File: src/logic/flash_ctrl_pkg.sv
// Constants, state encoding and state record of the flash sequencer
package flash_ctrl_pkg;

  // Register port addresses
  localparam logic [11:0] ADDR_CTL = 12'hff8;
  localparam logic [11:0] ADDR_PSEL = 12'hff9;
  localparam logic [11:0] ADDR_FREQ_HI = 12'hffa;
  localparam logic [11:0] ADDR_FREQ_LO = 12'hffb;

  // Command codes
  localparam logic [7:0] CMD_UNLOCK1 = 8'h73;
  localparam logic [7:0] CMD_UNLOCK2 = 8'h8c;
  localparam logic [7:0] CMD_PAGE_ERASE = 8'h95;
  localparam logic [7:0] CMD_MASS_ERASE = 8'h63;
  localparam logic [7:0] CMD_PROT_SEL = 8'h5e;

  // Array geometry
  localparam int PAGE_SHIFT = 9;
  localparam int PAGE_W = 7;
  localparam int FLASH_ADDR_W = 13;
  localparam int SECTOR_SHIFT = (FLASH_ADDR_W - 3 > PAGE_SHIFT) ?
                                (FLASH_ADDR_W - 3) : PAGE_SHIFT;
  localparam logic [7:0] ERASED_BYTE = 8'hff;

  // Status field codes
  localparam logic [5:0] STAT_LOCKED = 6'h00;
  localparam logic [5:0] STAT_UNLK1 = 6'h01;
  localparam logic [5:0] STAT_UNLK2 = 6'h02;
  localparam logic [5:0] STAT_UNLOCKED = 6'h03;
  localparam logic [5:0] STAT_PROT_SEL = 6'h04;
  localparam logic [5:0] STAT_PROGRAM = 6'h08;
  localparam logic [5:0] STAT_PAGE_ERASE = 6'h10;
  localparam logic [5:0] STAT_MASS_ERASE = 6'h20;

  // Timing: one tick is (kHz value >> TICK_SHIFT) cycles, 1/32 ms
  localparam int TICK_SHIFT = 5;
  localparam int TICKS_PER_MS = 32;
  localparam int PROG_TIME_US = 40;
  localparam int PAGE_ERASE_TIME_US = 10000;
  localparam int MASS_ERASE_TIME_US = 200000;
  localparam logic [15:0] PROG_TICKS =
    16'((PROG_TIME_US * TICKS_PER_MS + 999) / 1000);
  localparam logic [15:0] PAGE_ERASE_TICKS =
    16'((PAGE_ERASE_TIME_US * TICKS_PER_MS + 999) / 1000);
  localparam logic [15:0] MASS_ERASE_TICKS =
    16'((MASS_ERASE_TIME_US * TICKS_PER_MS + 999) / 1000);

  typedef enum logic [8:0] {
    ST_LOCKED     = 9'b000000001,
    ST_UNLK1      = 9'b000000010,
    ST_UNLK2      = 9'b000000100,
    ST_UNLOCKED   = 9'b000001000,
    ST_PROT_SEL   = 9'b000010000,
    ST_PROGRAM    = 9'b000100000,
    ST_PAGE_ERASE = 9'b001000000,
    ST_MASS_ERASE = 9'b010000000,
    ST_SPARE      = 9'b100000000
  } ctrl_state_e;

  typedef struct packed {
    ctrl_state_e st;
    logic [6:0] page;
    logic info_en;
    logic [6:0] active;
    logic [7:0] prot;
    logic [15:0] freq;
    logic [7:0] rdata;
    logic [15:0] fl_addr;
    logic [7:0] fl_wdata;
    logic merge;
    logic [15:0] pre;
    logic [15:0] ticks;
    logic dbg_stage;
    logic [7:0] dbg_rdata;
    logic dbg_rvalid;
    logic dbg_refused;
  } ctrl_s;

  localparam ctrl_s CTRL_RESET = '{
    st: ST_LOCKED, page: 7'h00, info_en: 1'b0, active: 7'h00,
    prot: 8'h00, freq: 16'h0000, rdata: 8'h00, fl_addr: 16'h0000,
    fl_wdata: 8'hff, merge: 1'b0, pre: 16'h0000, ticks: 16'h0000,
    dbg_stage: 1'b0, dbg_rdata: 8'h00, dbg_rvalid: 1'b0,
    dbg_refused: 1'b0};

endpackage : flash_ctrl_pkg

File: src/logic/flash_program_erase_ctrl.sv
// Flash program/erase sequencer with lock and protection logic
`timescale 1ns/100ps

// Behaviour
// (RULE_01) Software loads frequency value as clock/1000
// (RULE_02) Program/erase only between 10 kHz, 20 MHz
// (RULE_03) Read-protect option refuses debugger flash reads
// (RULE_04) Both write options zero block user writes
// (RULE_05) Write option one enables program and erase
// (RULE_06) Reset leaves controller locked
// (RULE_07) Unlock: page, 73H, 8CH, same page
// (RULE_08) Mismatched page relocks; match makes page active
// (RULE_09) 95H erases page only if sector unprotected
// (RULE_10) Other command codes relock and end programming
// (RULE_11) Page stays unlocked after each byte
// (RULE_12) Eight sectors, never smaller than one page
// (RULE_13) 5EH while locked redirects next page write
// (RULE_14) Protect bits set sticky, block their sector
// (RULE_15) Programming needs unlock plus enabled erase mode
// (RULE_16) Programming only clears bits; erase gives FFH
// (RULE_17) Stall core during program and erase
// (RULE_18) Page erase fills page, then relocks
// (RULE_19) Debugger 63H mass erases, then relocks
// (RULE_20) Debugger polls status until operation ends
// (RULE_21) At most two programs per byte per erase
// (RULE_22) Debugger bypasses write and sector protection
// (RULE_23) Debugger: free protect bits, one page write
// (RULE_24) Only one page open at a time
// (RULE_25) Bad command or order relocks controller
// (RULE_26) Status field encodes controller state
// (RULE_27) Page field is program address bits 15:9
// (RULE_28) User writes outside active page ignored
module flash_program_erase_ctrl
  import flash_ctrl_pkg::*;
(
  input wire logic sys_clk,
  input wire logic rst_b,
  input wire logic [11:0] reg_addr,
  input wire logic [7:0] reg_wdata,
  input wire logic reg_wr,
  input wire logic reg_rd,
  output logic [7:0] reg_rdata,
  input wire logic pm_wr,
  input wire logic [15:0] pm_addr,
  input wire logic [7:0] pm_wdata,
  input wire logic dbg_mode,
  input wire logic dbg_rd,
  output logic [7:0] dbg_rdata,
  output logic dbg_rvalid,
  output logic dbg_read_refused,
  input wire logic read_protect_option,
  input wire logic hw_write_protect_option,
  input wire logic write_protect_option,
  output logic cpu_stall,
  output logic [15:0] fl_addr,
  output logic [7:0] fl_wdata,
  output logic fl_prog,
  output logic fl_page_erase,
  output logic fl_mass_erase,
  input wire logic [7:0] flash_rdata
);

  ctrl_s s;
  ctrl_s next_s;

  logic busy;
  logic wr_allowed;
  logic page_open;
  logic sect_open;
  logic active_sect_open;
  logic [15:0] reload;
  logic [15:0] op_ticks;
  logic [5:0] status;

  // Sector index of a page
  function automatic logic [2:0] sector_of(input logic [6:0] pg);
    logic [15:0] a;
    a = {pg, 9'h000};
    sector_of = 3'(a >> SECTOR_SHIFT); // [RULE_12]
  endfunction : sector_of

  assign busy = (s.st == ST_PROGRAM) || (s.st == ST_PAGE_ERASE) ||
                (s.st == ST_MASS_ERASE);

  // Hardware option only matters while the write option is zero,
  // and then every user write is blocked either way
  assign wr_allowed = dbg_mode | write_protect_option; // [RULE_04][RULE_05][RULE_22]
  assign page_open = dbg_mode |
                     (pm_addr[15:PAGE_SHIFT] == s.active); // [RULE_28][RULE_27]
  assign sect_open = dbg_mode |
                     !s.prot[sector_of(pm_addr[15:PAGE_SHIFT])]; // [RULE_14]
  assign active_sect_open = dbg_mode |
                            !s.prot[sector_of(s.active)]; // [RULE_09][RULE_22]

  assign reload = ((s.freq >> TICK_SHIFT) == 16'h0000) ? 16'h0001 :
                  (s.freq >> TICK_SHIFT);

  always_comb begin
    case (s.st)
      ST_PROGRAM: op_ticks = PROG_TICKS;
      ST_PAGE_ERASE: op_ticks = PAGE_ERASE_TICKS;
      ST_MASS_ERASE: op_ticks = MASS_ERASE_TICKS;
      default: op_ticks = 16'hffff;
    endcase
  end

  always_comb begin
    case (s.st)
      ST_LOCKED: status = STAT_LOCKED; // [RULE_26]
      ST_UNLK1: status = STAT_UNLK1;
      ST_UNLK2: status = STAT_UNLK2;
      ST_UNLOCKED: status = STAT_UNLOCKED;
      ST_PROT_SEL: status = STAT_PROT_SEL;
      ST_PROGRAM: status = STAT_PROGRAM;
      ST_PAGE_ERASE: status = STAT_PAGE_ERASE;
      ST_MASS_ERASE: status = STAT_MASS_ERASE;
      default: status = STAT_LOCKED;
    endcase
  end

  always_comb begin
    next_s = s;
    next_s.rdata = 8'h00;
    next_s.dbg_rvalid = 1'b0;
    next_s.dbg_refused = 1'b0;

    // Register reads, answered one cycle later
    if (reg_rd) begin
      case (reg_addr)
        ADDR_CTL: next_s.rdata = {2'b00, status};
        ADDR_PSEL: next_s.rdata = (s.st == ST_PROT_SEL) ? s.prot :
                                  {s.info_en, s.page};
        ADDR_FREQ_HI: next_s.rdata = s.freq[15:8];
        ADDR_FREQ_LO: next_s.rdata = s.freq[7:0];
        default: next_s.rdata = 8'h00;
      endcase
    end

    // Debugger flash read: address out, then data the next cycle
    if (s.dbg_stage) begin
      next_s.dbg_stage = 1'b0;
      next_s.dbg_rvalid = 1'b1;
      next_s.dbg_refused = read_protect_option; // [RULE_03]
      next_s.dbg_rdata = read_protect_option ? 8'h00 : flash_rdata; // [RULE_03]
    end

    if (busy) begin
      // Timed operation, paced by the loaded kHz value
      if (s.merge) begin
        // Only 1-to-0 changes reach the array
        next_s.merge = 1'b0;
        next_s.fl_wdata = s.fl_wdata & flash_rdata; // [RULE_16]
      end else if (s.ticks >= op_ticks) begin
        next_s.ticks = 16'h0000;
        next_s.pre = 16'h0000;
        next_s.fl_wdata = ERASED_BYTE;
        if (s.st == ST_PROGRAM) begin
          next_s.st = ST_UNLOCKED; // [RULE_11]
        end else begin
          next_s.st = ST_LOCKED; // [RULE_18][RULE_19]
        end
      end else if (s.pre == 16'h0000) begin
        next_s.pre = reload - 16'h0001;
        next_s.ticks = s.ticks + 16'h0001;
      end else begin
        next_s.pre = s.pre - 16'h0001;
      end
    end else if (reg_wr) begin
      case (reg_addr)
        ADDR_CTL: begin
          case (s.st)
            ST_LOCKED: begin
              if (reg_wdata == CMD_UNLOCK1) begin
                next_s.st = ST_UNLK1; // [RULE_07]
              end else if (reg_wdata == CMD_PROT_SEL) begin
                next_s.st = ST_PROT_SEL; // [RULE_13]
              end
            end
            ST_UNLK1: begin
              if (reg_wdata == CMD_UNLOCK2 && dbg_mode) begin
                next_s.st = ST_UNLOCKED; // [RULE_23]
                next_s.active = s.page;
              end else if (reg_wdata == CMD_UNLOCK2) begin
                next_s.st = ST_UNLK2; // [RULE_07]
              end else begin
                next_s.st = ST_LOCKED; // [RULE_25]
              end
            end
            ST_UNLOCKED: begin
              if (reg_wdata == CMD_PAGE_ERASE && wr_allowed &&
                  active_sect_open) begin
                next_s.st = ST_PAGE_ERASE; // [RULE_09][RULE_17]
                next_s.fl_addr = {s.active, 9'h000};
                next_s.fl_wdata = ERASED_BYTE;
                next_s.merge = 1'b0;
                next_s.pre = reload - 16'h0001;
                next_s.ticks = 16'h0000;
              end else if (reg_wdata == CMD_MASS_ERASE && dbg_mode) begin
                next_s.st = ST_MASS_ERASE; // [RULE_19][RULE_23]
                next_s.fl_addr = 16'h0000;
                next_s.fl_wdata = ERASED_BYTE;
                next_s.merge = 1'b0;
                next_s.pre = reload - 16'h0001;
                next_s.ticks = 16'h0000;
              end else begin
                next_s.st = ST_LOCKED; // [RULE_10][RULE_04]
              end
            end
            default: next_s.st = ST_LOCKED; // [RULE_25]
          endcase
        end
        ADDR_PSEL: begin
          if (s.st == ST_PROT_SEL) begin
            // User code can only add protection
            next_s.prot = dbg_mode ? reg_wdata :
                          (s.prot | reg_wdata); // [RULE_14][RULE_23]
            next_s.st = ST_LOCKED;
          end else begin
            next_s.page = reg_wdata[6:0]; // [RULE_27]
            next_s.info_en = reg_wdata[7];
            if (s.st == ST_UNLK2) begin
              if (reg_wdata[6:0] == s.page) begin
                next_s.st = ST_UNLOCKED; // [RULE_08][RULE_24]
                next_s.active = reg_wdata[6:0];
              end else begin
                next_s.st = ST_LOCKED; // [RULE_08]
              end
            end else if (s.st == ST_UNLOCKED && dbg_mode) begin
              next_s.active = reg_wdata[6:0]; // [RULE_23]
            end else if (s.st == ST_UNLK1) begin
              next_s.st = ST_LOCKED; // [RULE_25]
            end
          end
        end
        ADDR_FREQ_HI: next_s.freq[15:8] = reg_wdata; // [RULE_01]
        ADDR_FREQ_LO: next_s.freq[7:0] = reg_wdata; // [RULE_01]
        default: next_s.freq = s.freq;
      endcase
    end else if (pm_wr) begin
      // Byte program from the open page, or anywhere via debugger
      if (s.st == ST_UNLOCKED && wr_allowed && page_open &&
          sect_open) begin
        next_s.st = ST_PROGRAM; // [RULE_15][RULE_17]
        next_s.fl_addr = pm_addr;
        next_s.fl_wdata = pm_wdata;
        next_s.merge = 1'b1;
        next_s.pre = reload - 16'h0001;
        next_s.ticks = 16'h0000;
      end
    end else if (dbg_rd && dbg_mode) begin
      next_s.fl_addr = pm_addr;
      next_s.dbg_stage = 1'b1;
    end
  end

  always_ff @(posedge sys_clk or negedge rst_b) begin
    if (!rst_b) begin
      s <= CTRL_RESET; // [RULE_06]
    end else begin
      s <= next_s;
    end
  end

  assign reg_rdata = s.rdata;
  assign dbg_rdata = s.dbg_rdata;
  assign dbg_rvalid = s.dbg_rvalid;
  assign dbg_read_refused = s.dbg_refused;
  assign cpu_stall = busy; // [RULE_17]
  assign fl_addr = s.fl_addr;
  assign fl_wdata = s.fl_wdata;
  assign fl_prog = (s.st == ST_PROGRAM) && !s.merge;
  assign fl_page_erase = (s.st == ST_PAGE_ERASE); // [RULE_18]
  assign fl_mass_erase = (s.st == ST_MASS_ERASE); // [RULE_19]

endmodule : flash_program_erase_ctrl

File: config.mk
export PLATFORM = sky130hd
export DESIGN_NAME = flash_program_erase_ctrl
export DESIGN_NICKNAME = d
export VERILOG_FILES = /design/src/logic/flash_ctrl_pkg.sv /design/src/logic/flash_program_erase_ctrl.sv
export SDC_FILE = /design/constraint.sdc
export NUM_CORES = 1
export LEC_CHECK = 0
export BUFFER_PORTS_ARGS = -buffer_cell sky130_fd_sc_hd__buf_2
export CORE_MARGIN = 2
export CORE_UTILIZATION = 63
export DETAILED_ROUTE_END_ITERATION = 10
export PLACE_DENSITY = 0.86
export SYNTH_ARGS = -nofsm -noshare
export SYNTH_HDL_FRONTEND = slang
export SYNTH_SLANG_ARGS = --single-unit
File: constraint.sdc
create_clock -name sys_clk -period 7.2 [get_ports sys_clk]
set_input_delay 1.44 -clock sys_clk [delete_from_list [all_inputs] [get_ports sys_clk]]
set_output_delay 1.44 -clock sys_clk [all_outputs]
set_load 0.01 [all_outputs]
**Yosys cells after proc, flatten, opt, wreduce, memory -nomap -nowiden**

Index checks and enable logic that the tools add are counted.

- $add $sub $neg: 3
- Muxes and demuxes: 60
- Bitwise logic cells: 8
- Reductions and logical operators: 32
- $lt $le $gt $ge: 3
- Eq/ne operators: 39

Operators with widths:

| cell | number |
|---|---|
| two-way mux 57 bit | 6 |
| two-way mux 9 bit | 13 |
| two-way mux 41 bit | 2 |
| two-way mux 16 bit | 4 |
| two-way mux 32 bit | 2 |
| two-way mux 8 bit | 7 |
| == test 12 bit (second input constant) | 4 |
| case mux 16 bit (3 select lines) | 1 |
| two-way mux 7 bit | 6 |
| case mux 6 bit (7 select lines) | 1 |
| zero test 16 bit | 2 |
| case mux 8 bit (4 select lines) | 1 |
| case mux 9 bit (3 select lines) | 1 |
| == test 8 x 7 -> 1 bit (second input constant) | 3 |
| inequality test 6 bit (second input constant) | 3 |
| case mux 9 bit (2 select lines) | 1 |
| AND reduction 6 bit | 3 |
| adder 16 x 1 -> 16 bit (second input constant) | 1 |
| == test 8 bit (second input constant) | 2 |
| greater-or-equal comparator 16 bit | 1 |
| AND reduction 8 bit | 2 |
| subtractor 16 x 1 -> 16 bit (second input constant) | 1 |
| inequality test 3 x 1 -> 1 bit (second input constant) | 5 |
| == test 7 bit | 2 |
| 35 further kinds | 71 |

- Bits of input ports: 62
- Output and inout bits: 46
- Logic and storage cells: 162
- Register bits: 124

**Longest topological paths before layout**

Gate-level depths: netlist (run 1).

- Depth in word-level cells: 10
- Depth in mapped cells: 17
- Mapped depth without buffers: 13

**Worst setup path after synthesis (run 1)**

No wires, ideal clock.

- Path kind: reg2reg
- Start point: register s[122] in the netlist's numbering
- End point: register s[28] in the netlist's numbering
- Buffers on the path: 4
- Path slack: 3.612 ns
- Period minus slack after synthesis: 3.588 ns
- Setup time: 0.126 ns
- Stages on the path, launching flop included: 17
- Arrival time: 3.462 ns
- Data required time: 7.074 ns
- Cells stage by stage: dfrtp_1 -> buf_2 -> xor2_1 -> o21ai_0 -> or2_1 -> buf_2 -> buf_1 -> inv_1 -> ha_1 -> o21a_1 -> o211ai_1 -> a31o_2 -> a211o_1 -> nand3_1 -> clkbuf_1 -> nor3_1 -> o32a_1

- Cells in the longest elaborated chain, start to end: 6
- Elaborated cells on any way between the ends: 21
- Classes of those cells: order compare (1); eq/ne (8); mux (4); reduce/logical (8)

Ends and longest elaborated chain:

| element | RTL line | text |
|---|---|---|
| from (decl) | flash_program_erase_ctrl.sv:63 | `ctrl_s s;` |
| from (signal assigned) | flash_program_erase_ctrl.sv:260 | `s <= next_s;` |
| == test 9 x 8 -> 1 bit, or another cell as far along | flash_program_erase_ctrl.sv:83, flash_program_erase_ctrl.sv:99 |  |
| case mux 16 bit (3 select lines) or logical AND 1 bit (tied branches) | flash_program_erase_ctrl.sv:99, flash_program_erase_ctrl.sv:241 |  |
| greater-or-equal comparator 16 bit or logical AND 1 bit (tied branches) | flash_program_erase_ctrl.sv:153, flash_program_erase_ctrl.sv:241 |  |
| two-way mux 32 bit or logical AND 1 bit (tied branches) | flash_program_erase_ctrl.sv:153, flash_program_erase_ctrl.sv:241 |  |
| two-way mux 32 bit or nonzero test 3 bit (tied branches) | - |  |
| two-way mux 41 bit or AND reduction 6 bit (tied branches) | - |  |

Parallel ways exist; a longest one is shown, timed or not. The select of a mux whose other input is x is not followed.
A chain may end at the register's enable or synchronous reset.

**Final worst setup path (run 1)**

- Start point: register s[117] in the netlist's numbering
- End point: register s[118] in the netlist's numbering

- Cells in the longest elaborated chain, start to end: 6
- Elaborated cells on any way between the ends: 34
- Classes of those cells: order compare (1); eq/ne (14); mux (10); reduce/logical (9)

Ends and longest elaborated chain:

| element |
|---|
| branches (longest 6 deep; another with greater-or-equal comparator 16 bit) |

Parallel ways; which one is timed is not known. The select of a mux whose other input is x is not followed.

==> flow_metrics.env, run 1 <==
export IMPL_io_buffer_count=106
export IMPL_antenna_violating_nets_post_route=0
export IMPL_postLayoutCoreUtil=0.712
export IMPL_leakage_power_summed_over_all_cells_nw=4.07
export IMPL_floorplan_initialDensity=0.645
export IMPL_cts_root_to_sink_buffers=2
export IMPL_cts_post_setup_buffers_inserted=0
export IMPL_critPathBufInv=1
export IMPL_yosysSeqAreaShare=0.400
export IMPL_antenna_violations_before_repair=0
export IMPL_slowest_delay_ns=0.69
export IMPL_io_pin_count=108
export IMPL_launching_point_of_the_worst_reg2reg_path="s[117]"
export IMPL_worst_setup_path_end_kind="flip-flop"
export IMPL_final_layout_size_suffix_gt1_frac=0.252
export IMPL_initialDrtViolationCount=495
export IMPL_syn_num_nets=895
export IMPL_die_h_um=115
export IMPL_synth_edf_count=0
export IMPL_place_congestion=0.873
export IMPL_setup_tns_final_ns=0
export IMPL_worstMarginPinSlew_ns=1.09
export IMPL_tritoncts="done"
export IMPL_area_delta_synth_final_pct=10.4
export IMPL_grt_max_degree=80
export IMPL_grt_first_pass_wirelength_um=30500
export IMPL_yosysWarnings=0
export IMPL_clock_skew_ns=0.00902
export IMPL_crit_chain="nor2_1 > nand2_1 > or2_1 > inv_1 > ha_1 > a21oi_1 > nand2_1 > o31a_1 > o21ai_0 > nand3_1 > nand3_1 > mux2_2"
export IMPL_worst_r2r_endpoint="s[118]"
export IMPL_synth_ff_type="sky130_fd_sc_hd__dfrtp_1"
export IMPL_finalNetCount=939
export IMPL_critical_path_s_top_delay_family="simple AND/OR/NAND/NOR gates"
export IMPL_cts_inserted_buffers=17
export IMPL_finalHoldWorstSlack_ns=0.492
export IMPL_min_delay_path_class="reg -> reg"
export IMPL_setup_worst_path_end="s[118]"
export IMPL_postRouteWirelength_um=18700
export IMPL_clk_latency_ns=0.42
export IMPL_cp_data_required_time_ns=7.50
export IMPL_htree_levels=4
export IMPL_worstPathArrival_ns=5.12
export IMPL_die_w_um=115
export IMPL_grt_overflow=0
export IMPL_timing_critical_path_depth=12
export IMPL_syn_area_per_cell_um2=9.46
export IMPL_cts_hold_buf=0
export IMPL_max_slew_margin_rel=0.272
export IMPL_clock_root_buffer="sky130_fd_sc_hd__clkbuf_16"
export IMPL_crit_start="s[117]"
export IMPL_async_flop_share=1.00
export IMPL_worst_path_max_fanout=27
export IMPL_cts_sinks=123
export IMPL_antennaDiodeCount=0
export IMPL_netlist_cell_type_count=73
export IMPL_design_die_area_um2=13200
export IMPL_report_final_slew_viol_count=0
export IMPL_timing_max_cap_violations=0
export IMPL_cts_repair_resize_count=0
export IMPL_report_final_setup_viol=0
export IMPL_drcViolationCount=0
export IMPL_cp_start_kind="flip-flop"
export IMPL_unrepaired_setup_endpoints_after_global_routing="no"
export IMPL_finalCritPeriodShare=0.669
export IMPL_mappedNetlistArea_um2=7720
export IMPL_cells_after_synth=816
export IMPL_final_min_clock_period_ns=4.82
export IMPL_synth_ff_latch_count=123
export IMPL_slowest_stage="sky130_fd_sc_hd__nand3_1"
export IMPL_first_global_vias=6419
export IMPL_reg2reg_depth=12
export IMPL_power_density_nw_per_um2=205
export IMPL_drt_pre_antenna_iters=5
export IMPL_grt_total_usage=0.296
export IMPL_criticalPathCategory="reg -> reg"
export IMPL_fmaxAchievable_mhz=208
export IMPL_floorplan_core_area_um2=12000
export IMPL_wl_per_cell_um=18.3
export IMPL_num_vias=6495
export IMPL_vias_cell=6.37
export IMPL_core_rowCount=40
export IMPL_worst_r2r_setup_slack_ns=2.38
export IMPL_finalPower_mw=1.75
export IMPL_vdd_drop_max_mv=0.212
export IMPL_post_dp_hpwl_um=12800
export IMPL_worst_setup_hold_path_clk_slew_ns=0.05
export IMPL_hold_viol_final=0
export IMPL_status="complete, no violations"
==> metrics by stage <==
| stage | instances | worst slack [ns] | instance area [um2] |
|---|---|---|---|
| detailed placement | 988 | 2.47 | 7930 |
| CTS | 1020 | 2.43 | 8520 |
| global route | 1020 | 2.00 | 8520 |
| finish | 1020 | 2.38 | 8520 |
| global placement | 988 | 2.55 | 7930 |
| floorplan | 816 | 3.61 | 7720 |
==> logic make-up after synthesis <==
group,after synthesis,synth area share
AND/OR/NAND/NOR,274,0.188
AO/OA/AOI/OAI,184,0.160
flip-flops,123,0.400
buffers and inverters,116,0.0835
multiplexers,74,0.109
XOR/XNOR,28,0.0318
adder cells (fa/ha/maj),17,0.0276
==> synth_stat cells (9+ instances only) <==
| library cell | count | area, um2 |
|---|---|---|
| sky130_fd_sc_hd__nor2_1 | 54 | 203 |
| sky130_fd_sc_hd__o2bb2ai_1 | 10 | 87.6 |
| sky130_fd_sc_hd__xor2_1 | 15 | 131 |
| sky130_fd_sc_hd__buf_2 | 11 | 55.1 |
| sky130_fd_sc_hd__mux2_2 | 50 | 563 |
| sky130_fd_sc_hd__o22ai_1 | 10 | 62.6 |
| sky130_fd_sc_hd__nor4_1 | 10 | 62.6 |
| sky130_fd_sc_hd__dfstp_2 | 9 | 236 |
| sky130_fd_sc_hd__nand2_1 | 72 | 270 |
| sky130_fd_sc_hd__xnor2_1 | 13 | 114 |
| sky130_fd_sc_hd__a21oi_1 | 39 | 195 |
| sky130_fd_sc_hd__o21ai_0 | 43 | 215 |
| sky130_fd_sc_hd__ha_1 | 17 | 213 |
| sky130_fd_sc_hd__nor3_1 | 18 | 90.1 |
| sky130_fd_sc_hd__dfrtp_1 | 114 | 2850 |
| sky130_fd_sc_hd__a22o_1 | 19 | 166 |
| sky130_fd_sc_hd__clkbuf_1 | 25 | 93.8 |
| sky130_fd_sc_hd__nand3_1 | 29 | 145 |
| sky130_fd_sc_hd__a31oi_1 | 12 | 75.1 |
| sky130_fd_sc_hd__mux2i_1 | 21 | 210 |
| sky130_fd_sc_hd__buf_4 | 41 | 308 |
| sky130_fd_sc_hd__inv_1 | 31 | 116 |
| sky130_fd_sc_hd__nand4_1 | 12 | 75.1 |
| sky130_fd_sc_hd__and3_1 | 12 | 75.1 |
==> registers in the layout, indices dropped and copies added, names as in the netlist <==
signal / flops
s: 81
dbg_rvalid: 1
fl_addr: 16
dbg_read_refused: 1
fl_wdata: 8
dbg_rdata: 8
reg_rdata: 8
==> placed cells by master, fill, tap and decap left out, drive strengths merged, types with 9 or more instances in the layout <==
cell / n
and3: 12
o22ai: 10
nand3: 29
nand2: 72
dfstp: 9
inv: 31
a21oi: 39
a31oi: 13
mux2: 50
dfrtp: 114
xor2: 15
o2bb2ai: 10
clkbuf: 23
xnor2: 13
buf: 109
a22o: 19
o21ai: 50
nor4: 11
nor3: 19
mux2i: 21
nand4: 12
ha: 17
nor2: 54
==> where the power goes <==
| group | leakage [nW] | switching [mW] | internal, mW |
|---|---|---|---|
| combinational | 2.24 | 0.0926 | 0.0667 |
| clock | 0.294 | 0.296 | 0.558 |
| sequential | 1.54 | 0.0157 | 0.720 |
==> cell type report <==
class,count,area (um2)
clock buffers,23,468
clock inverters,9,120
fillers,858,3440
inverters,32,120
multi-input cells,577,3990
flip-flops and latches,123,3090
well taps,147,184
repair buffers,109,556
==> routing by layer <==
metal / vias up / part of all wire / global-route usage
met5: - / 0 / 0
met4: 0 / 0.027 / 0.135
met3: 44 / 0.071 / 0.0715
met2: 309 / 0.49 / 0.478
met1: 3115 / 0.41 / 0.379
li1: 3027 / - / -
==> how the worst min path moves through the flow <==
stage,startpoint,endpoint,slack [ns],cells after the start
after CTS,s[26],s[26],0.49,1
final,s[26],s[26],0.49,1
after detailed placement,s[26],s[26],0.48,1
after global placement,s[26],s[26],0.47,1
after global routing,s[26],s[26],0.51,1
after floorplan,s[80],s[80],0.45,2
(Power assumes the default switching activity.)
==> run 2, diff against run 1 <==
--- a/config.mk
+++ b/config.mk
@@ -7,9 +7,9 @@
 export LEC_CHECK = 0
 export BUFFER_PORTS_ARGS = -buffer_cell sky130_fd_sc_hd__buf_2
 export CORE_MARGIN = 2
-export CORE_UTILIZATION = 63
+export CORE_UTILIZATION = 58
 export DETAILED_ROUTE_END_ITERATION = 10
-export PLACE_DENSITY = 0.86
+export PLACE_DENSITY = 0.81
 export SYNTH_ARGS = -nofsm -noshare
 export SYNTH_HDL_FRONTEND = slang
 export SYNTH_SLANG_ARGS = --single-unit
==> constraint.sdc (replaced) <==
create_clock -name sys_clk -period 5.03 [get_ports sys_clk]
set_input_delay 1.006 -clock sys_clk [delete_from_list [all_inputs] [get_ports sys_clk]]
set_output_delay 1.006 -clock sys_clk [all_outputs]
set_load 0.01 [all_outputs]
==> flow_metrics.env, run 2 (synthesized netlist as in run 1, its figures left out) <==
export IMPL_clock_skew_ns=0.00941
export IMPL_drt_pre_antenna_iters=5
export IMPL_unrepaired_setup_endpoints_after_global_routing="no"
export IMPL_tritoncts="done"
export IMPL_power_density_nw_per_um2=288
export IMPL_cts_inserted_buffers=17
export IMPL_fillCellCount=1070
export IMPL_first_global_vias=6168
export IMPL_postRouteWirelength_um=18800
export IMPL_status="complete, no violations"
export IMPL_htree_levels=4
export IMPL_report_final_setup_viol=0
export IMPL_postLayoutCoreUtil=0.655
export IMPL_min_delay_path_class="reg -> reg"
export IMPL_largest_register="s"
export IMPL_worst_path_max_fanout=28
export IMPL_floorplan_core_area_um2=13100
export IMPL_final_layout_size_suffix_gt1_frac=0.259
export IMPL_floorplan_initialDensity=0.588
export IMPL_num_vias=6389
export IMPL_timing_max_cap_violations=0
export IMPL_grt_total_usage=0.273
export IMPL_slowest_stage="sky130_fd_sc_hd__or3b_2"
export IMPL_worst_setup_path_end_kind="flip-flop"
export IMPL_largest_register_ffs=81
export IMPL_antennaDiodeCount=0
export IMPL_slowest_delay_ns=0.46
export IMPL_place_congestion=0.907
export IMPL_layout_cells_most_common="sky130_fd_sc_hd__dfrtp_1"
export IMPL_worst_r2r_setup_slack_ns=1.04
export IMPL_io_pin_count=108
export IMPL_worstPathArrival_ns=4.33
export IMPL_layout_cells_most_common_list="114 x sky130_fd_sc_hd__dfrtp_1, 105 x sky130_fd_sc_hd__buf_2, 72 x sky130_fd_sc_hd__nand2_1"
export IMPL_antenna_violating_nets_post_route=0
export IMPL_grt_max_degree=55
export IMPL_grt_first_pass_wirelength_um=30900
export IMPL_cts_post_setup_buffers_inserted=0
export IMPL_critical_path_s_top_delay_family="simple AND/OR/NAND/NOR gates"
export IMPL_initialDrtViolationCount=504
export IMPL_final_min_clock_period_ns=3.99
export IMPL_clock_root_buffer="sky130_fd_sc_hd__clkbuf_16"
export IMPL_die_w_um=119
export IMPL_cts_root_to_sink_buffers=2
export IMPL_crit_top_cell="sky130_fd_sc_hd__buf_4"
export IMPL_worstMarginPinSlew_ns=1.01
export IMPL_criticalPathCategory="reg -> reg"
export IMPL_report_final_slew_viol_count=0
export IMPL_post_dp_hpwl_um=13100
export IMPL_worst_setup_hold_path_clk_slew_ns=0.06
export IMPL_vdd_drop_max_mv=0.207
export IMPL_core_rowCount=42
export IMPL_cp_start_kind="flip-flop"
export IMPL_io_buffer_count=106
export IMPL_hold_viol_final=0
export IMPL_drcViolationCount=0
export IMPL_finalNetCount=947
export IMPL_wl_per_cell_um=17.8
export IMPL_design_die_area_um2=14200
export IMPL_setup_tns_final_ns=0
export IMPL_leakage_power_summed_over_all_cells_nw=4.09
export IMPL_cts_sinks=123
export IMPL_finalCritPeriodShare=0.793
export IMPL_grt_overflow=0
export IMPL_fmaxAchievable_mhz=251
export IMPL_antenna_violations_before_repair=0
export IMPL_cts_repair_resize_count=0
export IMPL_die_h_um=119
export IMPL_vias_cell=6.04
export IMPL_cp_data_required_time_ns=5.37
export IMPL_clk_latency_ns=0.42
export IMPL_max_slew_margin_rel=0.324
export IMPL_crit_chain="nor2_1 > nand2_1 > or2_1 > buf_4 > ha_1 > or3b_2 > o2111ai_1 > a31o_2 > a211o_1 > and3_1 > buf_4 > nand4_1 > o21ai_1"
export IMPL_cts_hold_buf=0
export IMPL_critPathBufInv=2
export IMPL_area_delta_synth_final_pct=11.5
==> run 2: cell types whose count changed in the layout (fill, tap and decap cells not counted), sizes merged <==
cell	delta
buf	+8
clkinv	-2
clkinvlp	+2
bufinv	-1
clkbuf	+1
==> run 2: report_power, final <==
group / leakage, nW / switching [mW] / internal, mW
clock network: 0.280 / 0.429 / 0.764
logic: 2.28 / 0.133 / 0.0961
registers: 1.54 / 0.0227 / 1.03
==> run 2: layout make-up <==
type,instances,area (um2),share of cell area
Multi-Input combinational cell,577,3990,0.463
Sequential cell,123,3090,0.359
Timing Repair Buffer,117,616,0.0715
Clock buffer,24,482,0.0560
Tap cell,176,220,0.0256
Inverter,32,120,0.0140
Clock inverter,8,95.1,0.0110
==> run 2: worst paths after layout <==
check                       start           to  cells after the start
setup / recovery           s[117]        s[42]                     13
hold / removal              s[26]        s[26]                      1
setup reg to reg           s[117]        s[42]                     13
hold reg to reg             s[26]        s[26]                      1
max in group asynchronous   rst_b  fl_wdata[0]                      2
min in group asynchronous   rst_b        s[35]                      1
==> run 2: routing by layer <==
| metal | vias up | global-route usage | routed length [um] |
|---|---|---|---|
| met4 | 0 | 0.0978 | 334 |
| met3 | 31 | 0.0570 | 1020 |
| met1 | 3101 | 0.362 | 8140 |
| li1 | 3044 | - | - |
| met2 | 213 | 0.446 | 9310 |
| met5 | - | 0 | 0 |
==> run 2: worst reg2reg max path, cell delays in order, from the launching register on <==
cell,delay (ns)
sky130_fd_sc_hd__dfrtp_1,0.41
sky130_fd_sc_hd__nor2_1,0.37
sky130_fd_sc_hd__nand2_1,0.27
sky130_fd_sc_hd__or2_1,0.30
sky130_fd_sc_hd__buf_4,0.21
sky130_fd_sc_hd__ha_1,0.28
sky130_fd_sc_hd__or3b_2,0.46
sky130_fd_sc_hd__o2111ai_1,0.13
sky130_fd_sc_hd__a31o_2,0.19
sky130_fd_sc_hd__a211o_1,0.13
sky130_fd_sc_hd__and3_1,0.38
sky130_fd_sc_hd__buf_4,0.39
sky130_fd_sc_hd__nand4_1,0.21
sky130_fd_sc_hd__o21ai_1,0.19
==> run 2: stage by stage <==
stage | area [um2] | power, mW | instances | hold WS [ns] | setup WS (ns)
after floorplan | 7720 | 1.24 | 816 | 0.450 | 1.44
after global placement | 8030 | 1.29 | 1025 | 0.471 | 1.15
after detailed placement | 8030 | 1.30 | 1025 | 0.481 | 1.12
after CTS | 8610 | 2.49 | 1057 | 0.494 | 1.09
after global routing | 8610 | 2.57 | 1057 | 0.503 | 0.842
final | 8610 | 2.48 | 1057 | 0.496 | 1.04
